### config.mk
export PLATFORM = sky130hd
export DESIGN_NAME = stt_timer
export DESIGN_NICKNAME = d
export VERILOG_FILES = /design/src/inc/stt_pkg.sv /design/src/logic/stt_timer.sv
export SDC_FILE = /design/constraint.sdc
export NUM_CORES = 1
export LEC_CHECK = 0
export ABC_CLOCK_PERIOD_IN_PS = 3500
export BUFFER_PORTS_ARGS = -buffer_cell sky130_fd_sc_hd__buf_2
export CAP_MARGIN = 5
export CORE_MARGIN = 3
export CORE_UTILIZATION = 35
export CTS_CLUSTER_SIZE = 10
export DETAILED_ROUTE_END_ITERATION = 8
export PLACE_DENSITY = 0.65
export SYNTH_ARGS = -nofsm -noshare
export SYNTH_HDL_FRONTEND = slang
export SYNTH_SLANG_ARGS = --single-unit
### constraint.sdc
create_clock -name clk_sys -period 3.5 [get_ports clk_sys]
set_clock_uncertainty 0.15 [all_clocks]
set_input_delay 0.7 -clock clk_sys [delete_from_list [all_inputs] [get_ports clk_sys]]
set_output_delay 0.7 -clock clk_sys [all_outputs]
set_load 0.03 [all_outputs]
### src/inc/stt_pkg.sv
package stt_pkg;

    // ------------------------------------------------------------
    // Register byte addresses (one aligned word each)
    // ------------------------------------------------------------
    localparam logic [7:0] STT_OFS_CTRL0 = 8'h00;
    localparam logic [7:0] STT_OFS_CTRL1 = 8'h04;
    localparam logic [7:0] STT_OFS_CNT_LO = 8'h08;
    localparam logic [7:0] STT_OFS_CNT_HI = 8'h0C;
    localparam logic [7:0] STT_OFS_CMPA_LO = 8'h10;
    localparam logic [7:0] STT_OFS_CMPA_HI = 8'h14;
    localparam logic [7:0] STT_OFS_CMPP = 8'h18;
    localparam logic [7:0] STT_OFS_FLAGS = 8'h1C;

    // ------------------------------------------------------------
    // Reset values
    // ------------------------------------------------------------
    localparam logic [7:0] STT_RST_CTRL0 = 8'h00;
    localparam logic [7:0] STT_RST_CTRL1 = 8'h00;
    localparam logic [7:0] STT_RST_CMP = 8'h00;
    localparam logic [15:0] STT_RST_CNT = 16'h0000;

    // ------------------------------------------------------------
    // Field positions
    // ------------------------------------------------------------
    localparam int STT_C0_PAU = 7;
    localparam int STT_C0_CKS = 4;
    localparam int STT_C0_RUN = 3;
    localparam int STT_C1_MODE = 6;
    localparam int STT_C1_PFS = 4;
    localparam int STT_C1_OC = 3;
    localparam int STT_C1_INV = 2;
    localparam int STT_C1_DPX = 1;
    localparam int STT_C1_CCLR = 0;
    localparam int STT_FL_A = 0;
    localparam int STT_FL_P = 1;

    // ------------------------------------------------------------
    // Modes and selections
    // ------------------------------------------------------------
    typedef enum logic [1:0] {
        STT_MODE_CMP = 2'b00,
        STT_MODE_UNDEF = 2'b01,
        STT_MODE_PWM = 2'b10,
        STT_MODE_TMR = 2'b11
    } stt_mode_t;

    typedef enum logic [2:0] {
        STT_CKS_SYS4 = 3'b000,
        STT_CKS_SYS = 3'b001,
        STT_CKS_HS16 = 3'b010,
        STT_CKS_HS64 = 3'b011,
        STT_CKS_LS_A = 3'b100,
        STT_CKS_LS_B = 3'b101,
        STT_CKS_EXT_R = 3'b110,
        STT_CKS_EXT_F = 3'b111
    } stt_cks_t;

    localparam logic [1:0] STT_PFS_KEEP = 2'b00;
    localparam logic [1:0] STT_PFS_LOW = 2'b01;
    localparam logic [1:0] STT_PFS_HIGH = 2'b10;
    localparam logic [1:0] STT_PFS_TOGGLE = 2'b11;

    // Prescaler terminal counts and the full counter period
    localparam logic [1:0] STT_SYS4_LAST = 2'h3;
    localparam logic [5:0] STT_HS16_LAST = 6'h0F;
    localparam logic [5:0] STT_HS64_LAST = 6'h3F;
    localparam logic [16:0] STT_FULL_PERIOD = 17'h1_0000;

    localparam logic [1:0] STT_RESP_OKAY = 2'b00;
    localparam logic [1:0] STT_RESP_SLVERR = 2'b10;

endpackage

### src/logic/stt_timer.sv
// The AXI4-Lite slave port and the register addresses were chosen for this implementation.
`timescale 1ns/1ps
`default_nettype none

module stt_timer
    import stt_pkg::*;
(
    input wire logic clk_sys,
    input wire logic rst_n,
    input wire logic hs_clk_tick,
    input wire logic ls_clk_tick,
    input wire logic ext_clock_pin,
    input wire logic [7:0] s_axi_awaddr,
    input wire logic s_axi_awvalid,
    output logic s_axi_awready,
    input wire logic [31:0] s_axi_wdata,
    input wire logic [3:0] s_axi_wstrb,
    input wire logic s_axi_wvalid,
    output logic s_axi_wready,
    output logic [1:0] s_axi_bresp,
    output logic s_axi_bvalid,
    input wire logic s_axi_bready,
    input wire logic [7:0] s_axi_araddr,
    input wire logic s_axi_arvalid,
    output logic s_axi_arready,
    output logic [31:0] s_axi_rdata,
    output logic [1:0] s_axi_rresp,
    output logic s_axi_rvalid,
    input wire logic s_axi_rready,
    output logic timer_output_pin,
    output logic timer_output_oe,
    output logic compare_a_flag,
    output logic compare_p_flag
);

    // ------------------------------------------------------------
    // Register state
    // ------------------------------------------------------------
    logic [7:0] ctrl0_ff;
    logic [7:0] ctrl1_ff;
    logic [15:0] cmpa_ff;
    logic [7:0] cmpp_ff;
    logic [15:0] cnt_ff;
    logic run_prev_ff;
    logic lvl_ff;
    logic [1:0] sys4_ff;
    logic [5:0] hs_ff;
    logic ext_s1_ff;
    logic ext_s2_ff;
    logic ext_s3_ff;

    logic ctrl_run;
    logic ctrl_pau;
    stt_cks_t ctrl_cks;
    stt_mode_t ctrl_mode;
    logic [1:0] ctrl_pfs;
    logic ctrl_oc;
    logic ctrl_inv;
    logic ctrl_dpx;
    logic ctrl_cclr;

    assign ctrl_run = ctrl0_ff[STT_C0_RUN];
    assign ctrl_pau = ctrl0_ff[STT_C0_PAU];
    assign ctrl_cks = stt_cks_t'(ctrl0_ff[STT_C0_CKS +: 3]);
    assign ctrl_mode = stt_mode_t'(ctrl1_ff[STT_C1_MODE +: 2]);
    assign ctrl_pfs = ctrl1_ff[STT_C1_PFS +: 2];
    assign ctrl_oc = ctrl1_ff[STT_C1_OC];
    assign ctrl_inv = ctrl1_ff[STT_C1_INV];
    assign ctrl_dpx = ctrl1_ff[STT_C1_DPX];
    assign ctrl_cclr = ctrl1_ff[STT_C1_CCLR];

    // ------------------------------------------------------------
    // Bus slave
    // ------------------------------------------------------------
    logic [7:0] aw_addr_ff;
    logic [7:0] w_data_ff;
    logic w_strb_ff;
    logic aw_held_ff;
    logic w_held_ff;
    logic wr_do;
    logic wr_hit;

    // A write completes one cycle after both halves are held
    assign wr_do = aw_held_ff && w_held_ff && !s_axi_bvalid;

    function automatic logic addr_known(input logic [7:0] a);
        unique case (a)
            STT_OFS_CTRL0, STT_OFS_CTRL1, STT_OFS_CNT_LO, STT_OFS_CNT_HI,
            STT_OFS_CMPA_LO, STT_OFS_CMPA_HI, STT_OFS_CMPP,
            STT_OFS_FLAGS: addr_known = 1'b1;
            default: addr_known = 1'b0;
        endcase
    endfunction

    assign wr_hit = wr_do && w_strb_ff && addr_known(aw_addr_ff);

    always_ff @(posedge clk_sys or negedge rst_n) begin
        if (!rst_n) begin
            aw_held_ff <= 1'b0;
            aw_addr_ff <= 8'h00;
            s_axi_awready <= 1'b1;
        end else if (s_axi_awvalid && s_axi_awready) begin
            aw_held_ff <= 1'b1;
            aw_addr_ff <= s_axi_awaddr;
            s_axi_awready <= 1'b0;
        end else if (s_axi_bvalid && s_axi_bready) begin
            s_axi_awready <= 1'b1;
        end else if (wr_do) begin
            aw_held_ff <= 1'b0;
        end
    end

    always_ff @(posedge clk_sys or negedge rst_n) begin
        if (!rst_n) begin
            w_held_ff <= 1'b0;
            w_data_ff <= 8'h00;
            w_strb_ff <= 1'b0;
            s_axi_wready <= 1'b1;
        end else if (s_axi_wvalid && s_axi_wready) begin
            w_held_ff <= 1'b1;
            w_data_ff <= s_axi_wdata[7:0];
            w_strb_ff <= s_axi_wstrb[0];
            s_axi_wready <= 1'b0;
        end else if (s_axi_bvalid && s_axi_bready) begin
            s_axi_wready <= 1'b1;
        end else if (wr_do) begin
            w_held_ff <= 1'b0;
        end
    end

    always_ff @(posedge clk_sys or negedge rst_n) begin
        if (!rst_n) begin
            s_axi_bvalid <= 1'b0;
            s_axi_bresp <= STT_RESP_OKAY;
        end else if (wr_do) begin
            s_axi_bvalid <= 1'b1;
            s_axi_bresp <= addr_known(aw_addr_ff) ? STT_RESP_OKAY
                                                   : STT_RESP_SLVERR;
        end else if (s_axi_bready) begin
            s_axi_bvalid <= 1'b0;
        end
    end

    always_ff @(posedge clk_sys or negedge rst_n) begin
        if (!rst_n) begin
            ctrl0_ff <= STT_RST_CTRL0;
            ctrl1_ff <= STT_RST_CTRL1;
            cmpa_ff <= {STT_RST_CMP, STT_RST_CMP};
            cmpp_ff <= STT_RST_CMP;
        end else if (wr_hit) begin
            unique case (aw_addr_ff)
                STT_OFS_CTRL0: ctrl0_ff <= {w_data_ff[7:3], 3'b000};
                STT_OFS_CTRL1: ctrl1_ff <= w_data_ff;
                STT_OFS_CMPA_LO: cmpa_ff[7:0] <= w_data_ff;
                STT_OFS_CMPA_HI: cmpa_ff[15:8] <= w_data_ff;
                STT_OFS_CMPP: cmpp_ff <= w_data_ff;
                default: ;
            endcase
        end
    end

    logic [7:0] rd_byte;
    logic ar_take;
    assign ar_take = s_axi_arvalid && s_axi_arready;

    always_comb begin
        unique case (s_axi_araddr)
            STT_OFS_CTRL0: rd_byte = {ctrl0_ff[7:3], 3'b000};
            STT_OFS_CTRL1: rd_byte = ctrl1_ff;
            STT_OFS_CNT_LO: rd_byte = cnt_ff[7:0];
            STT_OFS_CNT_HI: rd_byte = cnt_ff[15:8];
            STT_OFS_CMPA_LO: rd_byte = cmpa_ff[7:0];
            STT_OFS_CMPA_HI: rd_byte = cmpa_ff[15:8];
            STT_OFS_CMPP: rd_byte = cmpp_ff;
            STT_OFS_FLAGS: rd_byte = {6'b00_0000, compare_p_flag,
                                      compare_a_flag};
            default: rd_byte = 8'h00;
        endcase
    end

    always_ff @(posedge clk_sys or negedge rst_n) begin
        if (!rst_n) begin
            s_axi_arready <= 1'b1;
            s_axi_rvalid <= 1'b0;
            s_axi_rdata <= 32'h0000_0000;
            s_axi_rresp <= STT_RESP_OKAY;
        end else if (ar_take) begin
            s_axi_arready <= 1'b0;
            s_axi_rvalid <= 1'b1;
            s_axi_rdata <= {24'h00_0000, rd_byte};
            s_axi_rresp <= addr_known(s_axi_araddr) ? STT_RESP_OKAY
                                                     : STT_RESP_SLVERR;
        end else if (s_axi_rvalid && s_axi_rready) begin
            s_axi_arready <= 1'b1;
            s_axi_rvalid <= 1'b0;
        end
    end

    // ------------------------------------------------------------
    // Count tick sources
    // ------------------------------------------------------------
    always_ff @(posedge clk_sys or negedge rst_n) begin
        if (!rst_n) begin
            sys4_ff <= 2'h0;
            hs_ff <= 6'h00;
        end else begin
            sys4_ff <= sys4_ff + 2'h1;
            if (hs_clk_tick) begin
                hs_ff <= hs_ff + 6'h01;
            end
        end
    end

    // First stage feeds only the second; edges seen on stages 2 and 3
    always_ff @(posedge clk_sys or negedge rst_n) begin
        if (!rst_n) begin
            ext_s1_ff <= 1'b0;
            ext_s2_ff <= 1'b0;
            ext_s3_ff <= 1'b0;
        end else begin
            ext_s1_ff <= ext_clock_pin;
            ext_s2_ff <= ext_s1_ff;
            ext_s3_ff <= ext_s2_ff;
        end
    end

    logic src_tick;
    always_comb begin
        unique case (ctrl_cks)
            STT_CKS_SYS4: src_tick = (sys4_ff == STT_SYS4_LAST);
            STT_CKS_SYS: src_tick = 1'b1;
            STT_CKS_HS16: src_tick = hs_clk_tick &&
                                     (hs_ff[3:0] == STT_HS16_LAST[3:0]);
            STT_CKS_HS64: src_tick = hs_clk_tick && (hs_ff == STT_HS64_LAST);
            STT_CKS_LS_A, STT_CKS_LS_B: src_tick = ls_clk_tick;
            STT_CKS_EXT_R: src_tick = ext_s2_ff && !ext_s3_ff;
            STT_CKS_EXT_F: src_tick = !ext_s2_ff && ext_s3_ff;
        endcase
    end

    // ------------------------------------------------------------
    // Counter and comparators
    // ------------------------------------------------------------
    logic run_rise;
    logic cnt_tick;
    logic [16:0] cnt_inc;
    logic [16:0] p_period;
    logic [16:0] a_period;
    logic p_hit;
    logic a_hit;
    logic do_clear;
    logic set_a;
    logic set_p;

    assign run_rise = ctrl_run && !run_prev_ff;
    // A paused or stopped counter sees no ticks
    assign cnt_tick = src_tick && ctrl_run && run_prev_ff &&
                      !ctrl_pau;
    assign cnt_inc = {1'b0, cnt_ff} + 17'h0_0001;
    assign p_period = (cmpp_ff == 8'h00) ? STT_FULL_PERIOD
                                         : {1'b0, cmpp_ff, 8'h00};
    assign a_period = (cmpa_ff == 16'h0000) ? STT_FULL_PERIOD
                                            : {1'b0, cmpa_ff};
    assign p_hit = (cnt_inc == p_period);
    // A zero compare A value never raises its flag
    assign a_hit = (cmpa_ff != 16'h0000) && (cnt_inc == {1'b0, cmpa_ff});

    always_comb begin
        if (ctrl_mode == STT_MODE_PWM) begin
            do_clear = ctrl_dpx ? a_hit : p_hit;
        end else begin
            do_clear = ctrl_cclr ? a_hit : p_hit;
        end
    end

    assign set_a = cnt_tick && a_hit;
    assign set_p = cnt_tick && p_hit &&
                   !(ctrl_cclr && ctrl_mode != STT_MODE_PWM);

    always_ff @(posedge clk_sys or negedge rst_n) begin
        if (!rst_n) begin
            cnt_ff <= STT_RST_CNT;
            run_prev_ff <= 1'b0;
        end else begin
            run_prev_ff <= ctrl_run;
            if (run_rise) begin
                cnt_ff <= STT_RST_CNT;
            end else if (cnt_tick) begin
                // Overflow wraps to zero by itself
                cnt_ff <= do_clear ? STT_RST_CNT : cnt_inc[15:0];
            end
        end
    end

    // Sticky flags, write one to clear; a new match beats the clear
    logic clr_a;
    logic clr_p;
    assign clr_a = wr_hit && aw_addr_ff == STT_OFS_FLAGS &&
                   w_data_ff[STT_FL_A];
    assign clr_p = wr_hit && aw_addr_ff == STT_OFS_FLAGS &&
                   w_data_ff[STT_FL_P];

    always_ff @(posedge clk_sys or negedge rst_n) begin
        if (!rst_n) begin
            compare_a_flag <= 1'b0;
            compare_p_flag <= 1'b0;
        end else begin
            compare_a_flag <= set_a || (compare_a_flag && !clr_a);
            compare_p_flag <= set_p || (compare_p_flag && !clr_p);
        end
    end

    // ------------------------------------------------------------
    // Output pin
    // ------------------------------------------------------------
    logic [16:0] duty_val;
    logic [16:0] per_val;
    logic pwm_on;
    logic nxt_lvl;

    assign duty_val = ctrl_dpx ? p_period : {1'b0, cmpa_ff};
    assign per_val = ctrl_dpx ? a_period : p_period;
    assign pwm_on = (duty_val >= per_val) || ({1'b0, cnt_ff} < duty_val);

    always_comb begin
        nxt_lvl = lvl_ff;
        if (run_rise) begin
            nxt_lvl = ctrl_oc;
        end else if (ctrl_mode == STT_MODE_CMP) begin
            if (set_a) begin
                unique case (ctrl_pfs)
                    STT_PFS_LOW: nxt_lvl = 1'b0;
                    STT_PFS_HIGH: nxt_lvl = 1'b1;
                    STT_PFS_TOGGLE: nxt_lvl = !lvl_ff;
                    STT_PFS_KEEP: nxt_lvl = lvl_ff;
                endcase
            end
        end else if (ctrl_mode == STT_MODE_PWM) begin
            unique case (ctrl_pfs)
                2'b00: nxt_lvl = !ctrl_oc;
                2'b01: nxt_lvl = ctrl_oc;
                2'b10: nxt_lvl = ctrl_run ? (pwm_on ? ctrl_oc : !ctrl_oc)
                                          : lvl_ff;
                2'b11: nxt_lvl = set_a ? !ctrl_oc : lvl_ff;
            endcase
        end
    end

    always_ff @(posedge clk_sys or negedge rst_n) begin
        if (!rst_n) begin
            lvl_ff <= 1'b0;
            timer_output_pin <= 1'b0;
            timer_output_oe <= 1'b0;
        end else begin
            lvl_ff <= nxt_lvl;
            timer_output_pin <= nxt_lvl ^ ctrl_inv;
            timer_output_oe <= (ctrl_mode == STT_MODE_CMP) ||
                               (ctrl_mode == STT_MODE_PWM);
        end
    end
endmodule // stt_timer

`default_nettype wire

==> impl_metrics.py <==
metrics = {
    "synthesis": {
        "synth_area_leaders": "dfrtp_1 39%, mux2_2 10%, ha_1 5.2%",
        "synth_edf_count": 0,
        "synth_cell_types": 60,
        "yosysWarnings": 0,
        "synthCells": 656,
        "synthTopCellsByCount": "101 x dfrtp_1, 59 x mux2_2, 50 x nand2_1",
        "ys_seq_area_frac": 0.400,
        "syn_area_sq_um": 6510,
        "ys_ff_latch": 104,
        "synthMostInstantiatedCell": "dfrtp_1",
        "avgSynthCellArea_sq_um": 9.93,
        "yosys.area.top_type": "dfrtp_1",
        "synth_top_area_frac": 0.388,
        "ys.flop_type": "dfrtp_1",
        "async_flop_share": 1.00,
    },
    "worst_hold_path": {
        "whs_endpoint": "ext_s2_ff",
        "hp-class": "reg -> reg",
        "holdPathStages": 0,
        "min_from": "ext_s1_ff",
    },
    "sta": {
        "timing.setup.tns_ps": 0,
        "period_share": 0.964,
        "layout_min_cycle_time_ps": 3380,
        "slew_viol_final": 0,
        "rsz0062_at_grt": "false",
        "hold_violations": 0,
        "slew_headroom": 0.615,
        "tightest_slew_ps": 576,
        "max_freq_mhz": 296,
        "setup_violations": 0,
        "fin_ws_ps": 125,
    },
    "finish": {
        "layout-drive-gt1-share": 0.290,
        "final_util": 0.423,
        "fin_nets": 829,
        "syn_to_final_growth_pct": 17.7,
        "num-fill-cells": 1717,
        "antennaDiodeCount": 0,
    },
    "clocking": {
        "cts_root_buf": "clkbuf_16",
        "post-cts-setup-buffer-count": 0,
        "cts_buffers": 9,
        "clk_latency_ps": 360,
        "cts.hold.buffers_added": 0,
        "cts_buffer_depth": 2,
        "cts.sinks": 104,
        "cts_tree": "yes",
        "cts.reportedPaths.clkPinSlew_ps": 80,
        "htree_levels": 3,
    },
    "setup_path": {
        "cpPeakStageDelay_ps": 630,
        "crit_arrival_ps": 3450,
        "crit_fanout": 6,
        "worst_setup_path_start_kind": "flop",
        "cp-end-kind": "flop",
        "cp_data_required_time_ps": 3580,
        "crit_type": "reg -> reg",
        "cpMostUsedCell": "xor2_1",
        "timing.rr.start": "cnt_ff[0]",
        "r2r_cells": 10,
        "path_cells": "ha_4 -> xor2_1 -> nor2_1 -> nand4_1 -> or4b_4 -> or4_4 -> or4b_1 -> nand3_1 -> o41ai_2 -> xor2_1",
        "slowest_stage": "or4_4",
        "rrSetupSlack_ps": 120,
        "reg2reg_to": "timer_output_pin",
    },
    "pwr": {
        "ir_drop_v": 0.000258,
        "power_leakage_nw": 3.47,
        "power_density_nw_per_um2": 484,
    },
    "route": {
        "antenna_left": 0,
        "via_per_inst": 5.53,
        "routed_wl_um": 17300,
        "drt_pass1_iterations": 8,
        "first_iter_violations": 457,
        "drc_errors": 0,
        "dr_total_vias": 5387,
        "routedWlPerCell_um": 17.8,
    },
    "floorplan": {
        "die_height_um": 142,
        "die-width_um": 142,
        "ioPinCount": 107,
        "fp-row-count": 49,
        "coreArea_sq_um": 18100,
        "start_util": 0.359,
        "fp.dieArea_sq_um": 20300,
    },
    "grt": {
        "grt.met3_usage": 0.0282,
        "grt.total_usage": 0.170,
        "overflow": 0,
        "grt_use_met1": 0.248,
        "antenna_found_initial": 0,
        "grt_first_pass_wirelength_um": 27200,
        "grt_pass1_vias": 4948,
        "grt-busiest-layer": "met2",
        "met2_usage": 0.257,
        "grt_max_degree": 105,
    },
    "place": {
        "port_buffers": 53,
        "dp_slack_ps": -35.2,
        "place.gp.congestion": 0.918,
        "dp.final_hpwl_um": 12800,
    },
    "status": {
        "status": "complete, no violations",
    },
    "job": {
        "max_cap_violations": 0,
    },
}
## timing repair
action                                  4_1_cts  5_1_grt
pin swaps                                     0        5
endpoints found under the setup margin        1       15
resized for setup                             1       21
## report_power, final
| group | leakage, nW | switching, mW | internal (mW) |
|---|---|---|---|
| clock | 0.153 | 0.497 | 0.572 |
| combinational | 1.99 | 0.467 | 0.456 |
| sequential | 1.32 | 0.295 | 1.42 |
## registers in the layout, summed over array words and instances, names as in the netlist, 2 cells and up
name         flops
s_axi_rdata      8
sys4_ff          2
cmpp_ff          8
hs_ff            6
w_data_ff        8
cnt_ff          16
cmpa_ff         16
ctrl1_ff         8
aw_addr_ff       8
ctrl0_ff         5
## layout make-up
| class | count | area (sq um) | area share |
|---|---|---|---|
| multi-input combinational | 489 | 3640 | 0.474 |
| tap | 229 | 287 | 0.0374 |
| clock buffer | 9 | 225 | 0.0294 |
| timing repair buffer | 110 | 724 | 0.0945 |
| clock inverter | 7 | 90.1 | 0.0117 |
| sequential | 104 | 2610 | 0.340 |
| inverter | 26 | 97.6 | 0.0127 |
## worst max-delay path: cells and delay by family (launching register included)
kind                     cells  cell delay, ps
AO/OA/AOI/OAI                1             100
adder cells (fa/ha/maj)      1             260
XOR/XNOR                     2             300
flip-flops                   1             420
AND/OR/NAND/NOR              6            2010
## per-layer routing
metal	vias up	wire, um
li1	2530	-
met1	2627	8070
met2	195	7660
met3	35	1160
met4	0	408
met5	-	0
## placed cells by master, fill, tap and decap left out, types with 11 or more instances in the layout
master and instances:
dfrtp_1 101, buf_4 55, a21oi_1 19, mux2i_1 16, o21ai_0 37, nand4_1 13
mux2_2 59, and3_1 11, nor3_1 15, a22oi_1 19, buf_2 52, a21o_1 18
inv_1 26, nand2_1 50, nor3b_1 13, nor2_1 21, xnor2_1 24, ha_1 26
conb_1 26
## how the worst max path moves through the flow
stage                    from                to  slack [ps]  depth (start not counted)
floorplan           cnt_ff[1]  timer_output_pin          70                         11
global placement    cnt_ff[4]         cnt_ff[7]          40                         10
detailed placement  cnt_ff[0]  timer_output_pin         -40                         11
CTS                 cnt_ff[0]  timer_output_pin          50                         11
global route        cnt_ff[0]  timer_output_pin          10                         10
finish              cnt_ff[0]  timer_output_pin         120                         10
## logic make-up (layout without fill, tap and decap cells)
| family | after synthesis | count (layout) | share of synthesized area |
|---|---|---|---|
| buf+inv | 88 | 152 | 0.0717 |
| flops | 104 | 104 | 0.400 |
| compound gates | 141 | 141 | 0.144 |
| simple gates | 185 | 185 | 0.154 |
| xor+xnor | 35 | 35 | 0.0513 |
| other cells | 1 | 26 | 0.000576 |
| mux | 75 | 75 | 0.127 |
| fa+ha+maj | 27 | 27 | 0.0519 |
## metrics by stage
stage	total power, mW	hold slack, ps	std cells	cell area [sq um]
after floorplan	2.28	181	681	6610
final	3.71	205	974	7670
after detailed placement	2.61	186	958	7250
after global routing	3.91	218	974	7670
after CTS	3.69	204	974	7570
after global placement	2.59	189	958	7250
Power figures use the tool's default switching activity.
